$ cat src/verilog/flash_cmd_map.vh
/*
 * Register offsets, field positions, command codes and reset values
 * for the flash command and status block.
 * Assumes inclusion by verilog/flash_cmd_ctrl.v and by the bench and its checker.
 */
`ifndef FLASH_CMD_MAP_VH
`define FLASH_CMD_MAP_VH

// ****************************************
// Register offsets
// ****************************************
`define OFS_STATUS 3'h0
`define OFS_COMMAND 3'h1
`define OFS_IRQ_MASK 3'h2
`define OFS_CONFIG 3'h3
`define OFS_PROTECT 3'h4
`define OFS_SECURITY 3'h5

// ****************************************
// Status fields
// ****************************************
`define ST_BUF_EMPTY 7
`define ST_COMPLETE 6
`define ST_PROT_VIOL 5
`define ST_ACC_ERR 4
`define ST_BLANK 2

// ****************************************
// Config fields
// ****************************************
`define CFG_DIV_SET 0
`define CFG_KEY_ACC 1
`define CFG_STOP 2

// ****************************************
// Interrupt sources
// ****************************************
`define IRQ_COMPLETE 0
`define IRQ_PROT_VIOL 1
`define IRQ_ACC_ERR 2
`define IRQ_NUM 3

// ****************************************
// Command codes
// ****************************************
`define CMD_BLANK 8'h05
`define CMD_BYTE_PROG 8'h20
`define CMD_BURST_PROG 8'h25
`define CMD_PAGE_ERASE 8'h40
`define CMD_MASS_ERASE 8'h41

// ****************************************
// Constants
// ****************************************
`define ERASED_BYTE 8'hff
`define SEC_UNSECURED 2'h2
`define SEC_RESET 2'h0
`define KEY_LO 16'hffb0
`define KEY_HI 16'hffb7
`define PAGE_SHIFT 9
`define STATUS_RST 8'hc0

`endif
$ cat src/verilog/flash_cmd_ctrl.v
/*
 * Command launch, command buffer and status flags of the on-chip flash
 * controller, with a register port and a level interrupt.
 * Assumes an array engine that takes one command at a time, reports
 * done with a one-cycle pulse and, after a blank check, whether all
 * locations read erased.
 */
`timescale 1ns/100ps
`include "flash_cmd_map.vh"

// How it works
// RULE1 - Writing one to buffer-empty launches command
// RULE2 - Only burst program buffered; flag clears on handoff; code sets the buffer-empty flag on handoff
// RULE3 - Buffer-empty reads one when buffer accepts
// RULE4 - Complete set when idle, cleared on launch
// RULE5 - Writes to complete bit do nothing
// RULE6 - Protected target: ignore, set violation flag
// RULE7 - Violation flag cleared by writing one
// RULE8 - Bad sequence, no divider, stop: access error
// RULE9 - Access error cleared by one, zero ignored
// RULE10 - Blank flag set when array all erased
// RULE11 - Blank cleared on valid launch; writes ignored
// RULE12 - Status bits three, one, zero read zero
// RULE13 - Decode 0x05, 0x20, 0x25
// RULE14 - Decode page erase 0x40, mass 0x41
// RULE15 - Unknown code rejected with access error
// RULE16 - Successful blank check unsecures device
// RULE17 - Key window writes start command when locked; code drops them as data writes while key access is set
// RULE18 - Protected high block never programmed/erased
// RULE19 - Software orders data, command, launch
module flash_cmd_ctrl #(
  parameter ADDR_W = 16,
  parameter DATA_W = 8
) (
  // Clock and reset
  input wire sys_clk_i,
  input wire rst_n_i,
  // Register port
  input wire [2:0] reg_addr_i,
  input wire [7:0] reg_wdata_i,
  input wire reg_wr_i,
  input wire reg_rd_i,
  output reg [7:0] reg_rdata_o,
  // Array data writes from the CPU
  input wire arr_wr_i,
  input wire [ADDR_W-1:0] arr_addr_i,
  input wire [DATA_W-1:0] arr_wdata_i,
  // Array engine
  output reg eng_start_o,
  output reg [7:0] eng_cmd_o,
  output reg [ADDR_W-1:0] eng_addr_o,
  output reg [DATA_W-1:0] eng_data_o,
  input wire eng_done_i,
  input wire eng_blank_i,
  // Security and interrupt
  output reg [1:0] security_state_code_o,
  output reg irq_o
);

  // ****************************************
  // Sequence states
  // ****************************************
  localparam SEQ_IDLE = 2'h0;
  localparam SEQ_DATA = 2'h1;
  localparam SEQ_CMD = 2'h2;
  // Reset image of the status register, bits picked per flag
  localparam [7:0] STATUS_RST_V = `STATUS_RST;

  reg [1:0] seq_ff;
  reg [1:0] nxt_seq;
  reg [ADDR_W-1:0] q_addr_ff;
  reg [DATA_W-1:0] q_data_ff;
  reg [7:0] q_cmd_ff;
  reg [7:0] flash_command_ff;
  // Pending slot behind the one in the engine
  reg buf_full_ff;
  reg [ADDR_W-1:0] b_addr_ff;
  reg [DATA_W-1:0] b_data_ff;
  reg busy_ff;
  reg [7:0] run_cmd_ff;
  reg cmd_buffer_empty_flag_ff;
  reg cmd_complete_flag_ff;
  reg protect_violation_flag_ff;
  reg access_error_flag_ff;
  reg array_blank_flag_ff;
  reg [`IRQ_NUM-1:0] irq_mask_ff;
  reg [2:0] config_ff;
  reg [7:0] protect_ff;
  reg complete_d_ff;

  wire is_wr = reg_wr_i;
  wire wr_status = is_wr && reg_addr_i == `OFS_STATUS;
  wire wr_cmd = is_wr && reg_addr_i == `OFS_COMMAND;
  wire launch_wr = wr_status && reg_wdata_i[`ST_BUF_EMPTY];
  wire stop_req = config_ff[`CFG_STOP];
  wire div_set = config_ff[`CFG_DIV_SET];
  wire key_acc = config_ff[`CFG_KEY_ACC];
  wire protect_disable = protect_ff[0];
  wire [6:0] protect_boundary_select = protect_ff[7:1];

  // RULE17 key window
  wire in_key_win = arr_addr_i >= `KEY_LO && arr_addr_i <= `KEY_HI;
  wire data_wr = arr_wr_i && !(key_acc && in_key_win);

  // RULE13 RULE14 command decode
  wire cmd_known = q_cmd_ff == `CMD_BLANK || q_cmd_ff == `CMD_BYTE_PROG ||
    q_cmd_ff == `CMD_BURST_PROG || q_cmd_ff == `CMD_PAGE_ERASE || q_cmd_ff == `CMD_MASS_ERASE;
  wire cmd_modifies = q_cmd_ff != `CMD_BLANK;
  wire is_burst = q_cmd_ff == `CMD_BURST_PROG;

  // RULE18 protected block at high end, boundary in 512-byte steps
  wire [ADDR_W-1:0] prot_base = ({{(ADDR_W-7){1'b0}}, protect_boundary_select} << `PAGE_SHIFT) |
    {{(ADDR_W-`PAGE_SHIFT){1'b0}}, {`PAGE_SHIFT{1'b1}}};
  wire hits_prot = !protect_disable &&
    (q_cmd_ff == `CMD_MASS_ERASE || q_addr_ff > prot_base);

  // A launch is accepted only with the slot free and a whole sequence held
  wire can_take = cmd_buffer_empty_flag_ff;
  wire seq_ok = seq_ff == SEQ_CMD;
  // RULE2 only burst may queue behind a running command
  wire queue_ok = !busy_ff || (is_burst && run_cmd_ff == `CMD_BURST_PROG);
  // RULE8 RULE15 sequence, code, divider and stop checks
  wire acc_fail = !seq_ok || !cmd_known || (cmd_modifies && !div_set) || !queue_ok;
  wire good_launch = launch_wr && can_take && !acc_fail && !hits_prot;
  wire prot_fail = launch_wr && can_take && !acc_fail && hits_prot;
  wire stop_abort = stop_req && busy_ff;
  wire set_acc = (launch_wr && can_take && acc_fail) || stop_abort ||
    (wr_cmd && seq_ff != SEQ_DATA) || (data_wr && seq_ff == SEQ_CMD);

  // Handing the pending burst to the engine
  wire handoff = busy_ff && eng_done_i && buf_full_ff && !stop_abort;
  wire start_now = (good_launch && !busy_ff) || handoff;

  // ****************************************
  // Command sequence tracking
  // ****************************************
  // RULE19 expected order of writes
  always @* begin
    nxt_seq = seq_ff;
    case (seq_ff)
      SEQ_IDLE: begin
        if (data_wr) begin
          nxt_seq = SEQ_DATA;
        end
      end
      SEQ_DATA: begin
        if (wr_cmd) begin
          nxt_seq = SEQ_CMD;
        end
      end
      SEQ_CMD: begin
        if (launch_wr || data_wr) begin
          nxt_seq = SEQ_IDLE;
        end
      end
      default: begin
        nxt_seq = SEQ_IDLE;
      end
    endcase
    // Any error aborts the sequence
    if (set_acc) begin
      nxt_seq = SEQ_IDLE;
    end
  end

  always @(posedge sys_clk_i) begin
    if (!rst_n_i) begin
      seq_ff <= SEQ_IDLE;
      q_addr_ff <= {ADDR_W{1'b0}};
      q_data_ff <= {DATA_W{1'b0}};
      q_cmd_ff <= 8'h00;
      flash_command_ff <= 8'h00;
    end else begin
      seq_ff <= nxt_seq;
      if (data_wr && seq_ff == SEQ_IDLE) begin
        q_addr_ff <= arr_addr_i;
        q_data_ff <= arr_wdata_i;
      end
      if (wr_cmd) begin
        flash_command_ff <= reg_wdata_i;
        if (seq_ff == SEQ_DATA) begin
          q_cmd_ff <= reg_wdata_i;
        end
      end
    end
  end

  // ****************************************
  // Engine handoff and buffer
  // ****************************************
  always @(posedge sys_clk_i) begin
    if (!rst_n_i) begin
      busy_ff <= 1'b0;
      buf_full_ff <= 1'b0;
      b_addr_ff <= {ADDR_W{1'b0}};
      b_data_ff <= {DATA_W{1'b0}};
      run_cmd_ff <= 8'h00;
      eng_start_o <= 1'b0;
      eng_cmd_o <= 8'h00;
      eng_addr_o <= {ADDR_W{1'b0}};
      eng_data_o <= {DATA_W{1'b0}};
    end else begin
      eng_start_o <= start_now;
      if (stop_abort) begin
        busy_ff <= 1'b0;
        buf_full_ff <= 1'b0;
      end else if (handoff) begin
        // RULE2 buffered burst goes to the array
        eng_addr_o <= b_addr_ff;
        eng_data_o <= b_data_ff;
        buf_full_ff <= 1'b0;
      end else if (good_launch && !busy_ff) begin
        // RULE1 launch straight into the engine
        busy_ff <= 1'b1;
        run_cmd_ff <= q_cmd_ff;
        eng_cmd_o <= q_cmd_ff;
        eng_addr_o <= q_addr_ff;
        eng_data_o <= q_data_ff;
      end else if (good_launch) begin
        buf_full_ff <= 1'b1;
        b_addr_ff <= q_addr_ff;
        b_data_ff <= q_data_ff;
      end else if (eng_done_i && busy_ff) begin
        busy_ff <= 1'b0;
      end
    end
  end

  // ****************************************
  // Status flags
  // ****************************************
  always @(posedge sys_clk_i) begin
    if (!rst_n_i) begin
      cmd_buffer_empty_flag_ff <= STATUS_RST_V[`ST_BUF_EMPTY];
      cmd_complete_flag_ff <= STATUS_RST_V[`ST_COMPLETE];
      protect_violation_flag_ff <= STATUS_RST_V[`ST_PROT_VIOL];
      access_error_flag_ff <= STATUS_RST_V[`ST_ACC_ERR];
      array_blank_flag_ff <= STATUS_RST_V[`ST_BLANK];
      security_state_code_o <= `SEC_RESET;
    end else begin
      // RULE3 empty while the pending slot is free
      if (good_launch && busy_ff) begin
        cmd_buffer_empty_flag_ff <= 1'b0;
      end else if (!buf_full_ff || handoff || stop_abort) begin
        cmd_buffer_empty_flag_ff <= 1'b1;
      end
      // RULE4 RULE5 hardware-only complete flag
      if (good_launch) begin
        cmd_complete_flag_ff <= 1'b0;
      end else if (!busy_ff && !buf_full_ff) begin
        cmd_complete_flag_ff <= 1'b1;
      end
      // RULE6 RULE7 set wins over clear
      if (prot_fail) begin
        protect_violation_flag_ff <= 1'b1;
      end else if (wr_status && reg_wdata_i[`ST_PROT_VIOL]) begin
        protect_violation_flag_ff <= 1'b0;
      end
      // RULE8 RULE9 set wins over clear
      if (set_acc) begin
        access_error_flag_ff <= 1'b1;
      end else if (wr_status && reg_wdata_i[`ST_ACC_ERR]) begin
        access_error_flag_ff <= 1'b0;
      end
      // RULE10 RULE11 blank flag
      if (good_launch && !busy_ff) begin
        array_blank_flag_ff <= 1'b0;
      end else if (busy_ff && eng_done_i && run_cmd_ff == `CMD_BLANK && eng_blank_i) begin
        array_blank_flag_ff <= 1'b1;
        // RULE16 unsecure after blank array
        security_state_code_o <= `SEC_UNSECURED;
      end
    end
  end

  // ****************************************
  // Software registers and interrupt
  // ****************************************
  wire [`IRQ_NUM-1:0] irq_src = {access_error_flag_ff, protect_violation_flag_ff, complete_d_ff};

  always @(posedge sys_clk_i) begin
    if (!rst_n_i) begin
      irq_mask_ff <= {`IRQ_NUM{1'b0}};
      config_ff <= 3'h0;
      protect_ff <= 8'hff;
      complete_d_ff <= 1'b0;
      irq_o <= 1'b0;
    end else begin
      if (is_wr && reg_addr_i == `OFS_IRQ_MASK) begin
        irq_mask_ff <= reg_wdata_i[`IRQ_NUM-1:0];
      end
      if (is_wr && reg_addr_i == `OFS_CONFIG) begin
        // Divider-written flag is sticky once set
        config_ff <= {reg_wdata_i[`CFG_STOP], reg_wdata_i[`CFG_KEY_ACC],
          config_ff[`CFG_DIV_SET] | reg_wdata_i[`CFG_DIV_SET]};
      end
      // Protection boundary can only move down while enabled
      if (is_wr && reg_addr_i == `OFS_PROTECT && (protect_disable || reg_wdata_i[7:1] < protect_ff[7:1])) begin
        protect_ff <= reg_wdata_i;
      end
      // Complete event is sticky until written one
      if (!cmd_complete_flag_ff && !busy_ff && !buf_full_ff) begin
        complete_d_ff <= 1'b1;
      end else if (is_wr && reg_addr_i == `OFS_IRQ_MASK && reg_wdata_i[7]) begin
        complete_d_ff <= 1'b0;
      end
      irq_o <= |(irq_src & irq_mask_ff);
    end
  end

  // RULE12 reserved status bits read zero
  always @(posedge sys_clk_i) begin
    if (!rst_n_i) begin
      reg_rdata_o <= 8'h00;
    end else if (reg_rd_i) begin
      case (reg_addr_i)
        `OFS_STATUS: reg_rdata_o <= {cmd_buffer_empty_flag_ff, cmd_complete_flag_ff,
          protect_violation_flag_ff, access_error_flag_ff, 1'b0, array_blank_flag_ff, 2'h0};
        `OFS_COMMAND: reg_rdata_o <= flash_command_ff;
        `OFS_IRQ_MASK: reg_rdata_o <= {complete_d_ff, 4'h0, irq_mask_ff};
        `OFS_CONFIG: reg_rdata_o <= {5'h0, config_ff};
        `OFS_PROTECT: reg_rdata_o <= protect_ff;
        `OFS_SECURITY: reg_rdata_o <= {6'h0, security_state_code_o};
        default: reg_rdata_o <= 8'h00;
      endcase
    end else begin
      reg_rdata_o <= 8'h00;
    end
  end

endmodule

$ cat config.mk
export PLATFORM = sky130hd
export DESIGN_NAME = flash_cmd_ctrl
export DESIGN_NICKNAME = d
export VERILOG_FILES = /design/src/verilog/flash_cmd_ctrl.v
export VERILOG_INCLUDE_DIRS = /design/src /design/src/verilog
export SDC_FILE = /design/constraint.sdc
export NUM_CORES = 1
export LEC_CHECK = 0
export BUFFER_PORTS_ARGS = -buffer_cell sky130_fd_sc_hd__buf_2
export CAP_MARGIN = 20
export CORE_MARGIN = 3
export CORE_UTILIZATION = 35
export DETAILED_ROUTE_END_ITERATION = 10
export PLACE_DENSITY_LB_ADDON = 0.25
export SYNTH_ARGS = -nofsm -noshare
export SYNTH_HDL_FRONTEND = slang
export SYNTH_SLANG_ARGS = --single-unit
$ cat constraint.sdc
create_clock -name sys_clk_i -period 3.37 [get_ports sys_clk_i]
set_input_delay 0.337 -clock sys_clk_i [delete_from_list [all_inputs] [get_ports sys_clk_i]]
set_output_delay 0.337 -clock sys_clk_i [all_outputs]
set_load 0.02 [all_outputs]
==> flow_summary.ini <==
[synth]
post_synth.cell_area_avg_sq_um = 8.82
ys_ff_latch = 131
synth-main-ff-cell = dfxtp_1
yosysWarnings = 0
syn_nets = 702
synth_area_sq_mm = 0.00571
ys_types = 57
seq_area_frac_synth = 0.459
synth_cells = 647
synth_edf_count = 0
async_flop_share = 0

[floorplanning]
start_util = 0.358
num_io_pins = 86
row_count = 46
die_h_um = 134
core_sq_mm = 0.0159
dieArea_sq_mm = 0.0179
die_w_um = 134

[power_and_ir_drop]
power.leakage_nw = 3.05
power_mw = 3.82
max-vdd-ir-drop_v = 0.000358
powerDensity_mw_per_mm2 = 551

[cells_and_area]
layout.nets = 773
n_antenna_cell = 0
fillers = 1571
seq_area_sq_mm = 0.00262
drive_above_1_share = 0.198
syn_to_final_growth_pct = 21.3
multiInputGateArea_sq_mm = 0.00282
fin_util = 0.434

[timing]
rsz0062_at_grt = false
fin_skew_ns = 0.00696
min_period_ns = 2.79
slew_headroom = 0.516
max_freq_mhz = 358
fin_ws_ns = 0.575
hold_viol = 0
fin_crit_sh = 0.829
setup_tns_ns = 0
maxSlewViolCount = 0
tightestPinTransition_ns = 0.725
finalSetupViolations = 0
holdWs_ns = 0.155

[clock_network]
cts_max_path_buffers = 2
cts.sinks = 131
cts_root_buffer = clkbuf_16
cts_tree = built
cts.repair.resized = 0
postCtsHoldBufs = 0
clock_latency_ns = 0.42
h-tree-depth = 4
post_cts.repair.setup_buffers = 0
cts_inserted_buffers = 17
clkTransAtPathRegs_ns = 0.06

[routing]
drcViolationCount = 0
wl_um = 16200
routed_via_density = 5.27
antenna_left = 0
dr.pass1.iters = 5
drtIter0Drc = 448
num_vias = 4993
post_drt_wl_per_cell_um = 17.1

[min_path]
hold_path_class = input port to flop

[worst_setup_path]
critical_path_required_ns = 3.72
cp-end-kind = flop
setup.worst_path.class = flop to flop
reg2reg_slack_ns = 0.58
start_kind = flop
cp_max_fo = 10
cp_data_arrival_time_ns = 3.15

[placed_design]
portBuffers = 84
place_ws_ns = 0.626
dp_hpwl_um = 11300
gp_congestion = 0.886

[grt]
grt-ovfl-total = 0
antenna_found_initial = 0
grt_pass1_wl_um = 26500
first_global_vias = 5104
grt_use_total = 0.186
grt_max_degree = 52

[outcome]
status = completed

[run]
maxCapViolCount = 0
==> state kept, by name (all words and copies together), names as in the netlist, 3 cells and up <==
register,cells
b_addr_ff,16
eng_addr_o,16
q_addr_ff,16
b_data_ff,8
eng_data_o,8
flash_command_ff,8
protect_ff,8
q_cmd_ff,8
q_data_ff,8
reg_rdata_o,8
run_cmd_ff,8
config_ff,3
irq_mask_ff,3
==> final timing paths <==
check | end | startpoint | depth (start not counted)
hold / removal | q_data_ff[4] | arr_wdata_i[4] | 3
hold reg to reg | flash_command_ff[2] | flash_command_ff[2] | 2
setup / recovery | b_addr_ff[5] | protect_ff[5] | 9
setup reg to reg | b_addr_ff[5] | protect_ff[5] | 9
==> report_power, final <==
part	switching, mW	internal (mW)	total (mW)
clock	0.688	1.29	1.98
sequential	0.0336	1.58	1.61
combinational	0.139	0.0815	0.220
total	0.860	2.96	3.82
==> synth_stat cells (2+ instances only) <==
cell,n,area (sq um)
dfxtp_1,131,2620
nand2_1,96,360
a21oi_1,89,445
mux2i_1,51,510
o21ai_0,48,240
nor2_1,42,158
clkbuf_1,28,105
nand4_1,25,156
inv_1,14,52.6
ha_1,13,163
and3_1,12,75.1
nand3_1,9,45.0
buf_2,8,40.0
a211o_1,7,61.3
nor3_1,5,25.0
a22oi_1,4,30.0
nor2b_1,4,25.0
and2_1,3,18.8
buf_1,3,11.3
buf_6,3,33.8
nand4b_1,3,26.3
o211ai_1,3,22.5
a21o_1,2,15.0
a222oi_1,2,20.0
and3b_1,2,17.5
mux2_2,2,22.5
nand2b_1,2,12.5
nand3_2,2,20.0
nor3b_1,2,15.0
nor4_1,2,12.5
o211a_1,2,20.0
o31ai_1,2,15.0
or2_2,2,12.5
==> cells in the final DEF, fill, tap and decap left out, types with 2 or more instances in the layout <==
cell	n
nor2b_1	4
nor2_1	42
a211o_1	7
buf_4	12
bufinv_16	4
and2_1	3
clkbuf_8	3
and3b_1	2
nor4_1	2
a21oi_1	89
nand2_1	96
and3_1	12
nand4b_1	3
o211ai_1	3
o211a_1	2
nand3_2	2
o31ai_1	2
mux2i_1	51
clkbuf_16	17
a22oi_1	4
a222oi_1	2
o21ai_0	48
clkinvlp_4	6
a21o_1	2
mux2_2	2
inv_1	13
dfxtp_1	131
buf_2	84
nand3_1	9
ha_1	13
or2_2	2
nand4_1	25
nor3b_1	2
nor3_1	4
nand2b_1	2
==> layer usage <==
| metal | vias up | track usage | routed length (um) |
|---|---|---|---|
| met2 | 141 | 0.291 | 7340 |
| met1 | 2366 | 0.248 | 7490 |
| met5 | - | 0 | 0 |
| li1 | 2453 | - | - |
| met4 | 0 | 0.0823 | 449 |
| met3 | 33 | 0.0415 | 890 |
==> per-stage QoR <==
step / cells / area (sq um)
final: 947 / 6920
after global routing: 947 / 6920
after CTS: 947 / 6920
after detailed placement: 915 / 6280
after global placement: 915 / 6280
after floorplan: 647 / 5710
==> worst max-delay path, cell delays in order, from the launching register on <==
cell	delay, ns
dfxtp_1	0.35
inv_1	0.07
ha_1	0.29
nand4_1	0.13
or4_1	0.59
o311ai_1	0.24
and3_1	0.54
buf_4	0.26
nand4_1	0.11
a21oi_1	0.16
==> cell families (layout without fill, tap and decap cells) <==
group,Yosys count,after routing,synth area share
AOI/OAI and AO/OA,172,172,0.175
adders and majority gates,13,13,0.0285
buffers and inverters,58,142,0.0473
DFF,131,131,0.459
muxes,54,54,0.0973
other,1,1,0.000657
and+or+nand+nor,218,218,0.192
==> final cells by class <==
cell class,count,share of cell area
inverters,14,0.00759
multi-input cells,458,0.408
well taps,216,0.0390
clock inverters,12,0.0258
flip-flops and latches,131,0.379
repair buffers,96,0.0737
clock buffers,20,0.0674
Note: power is estimated with default switching activity, not from simulation.
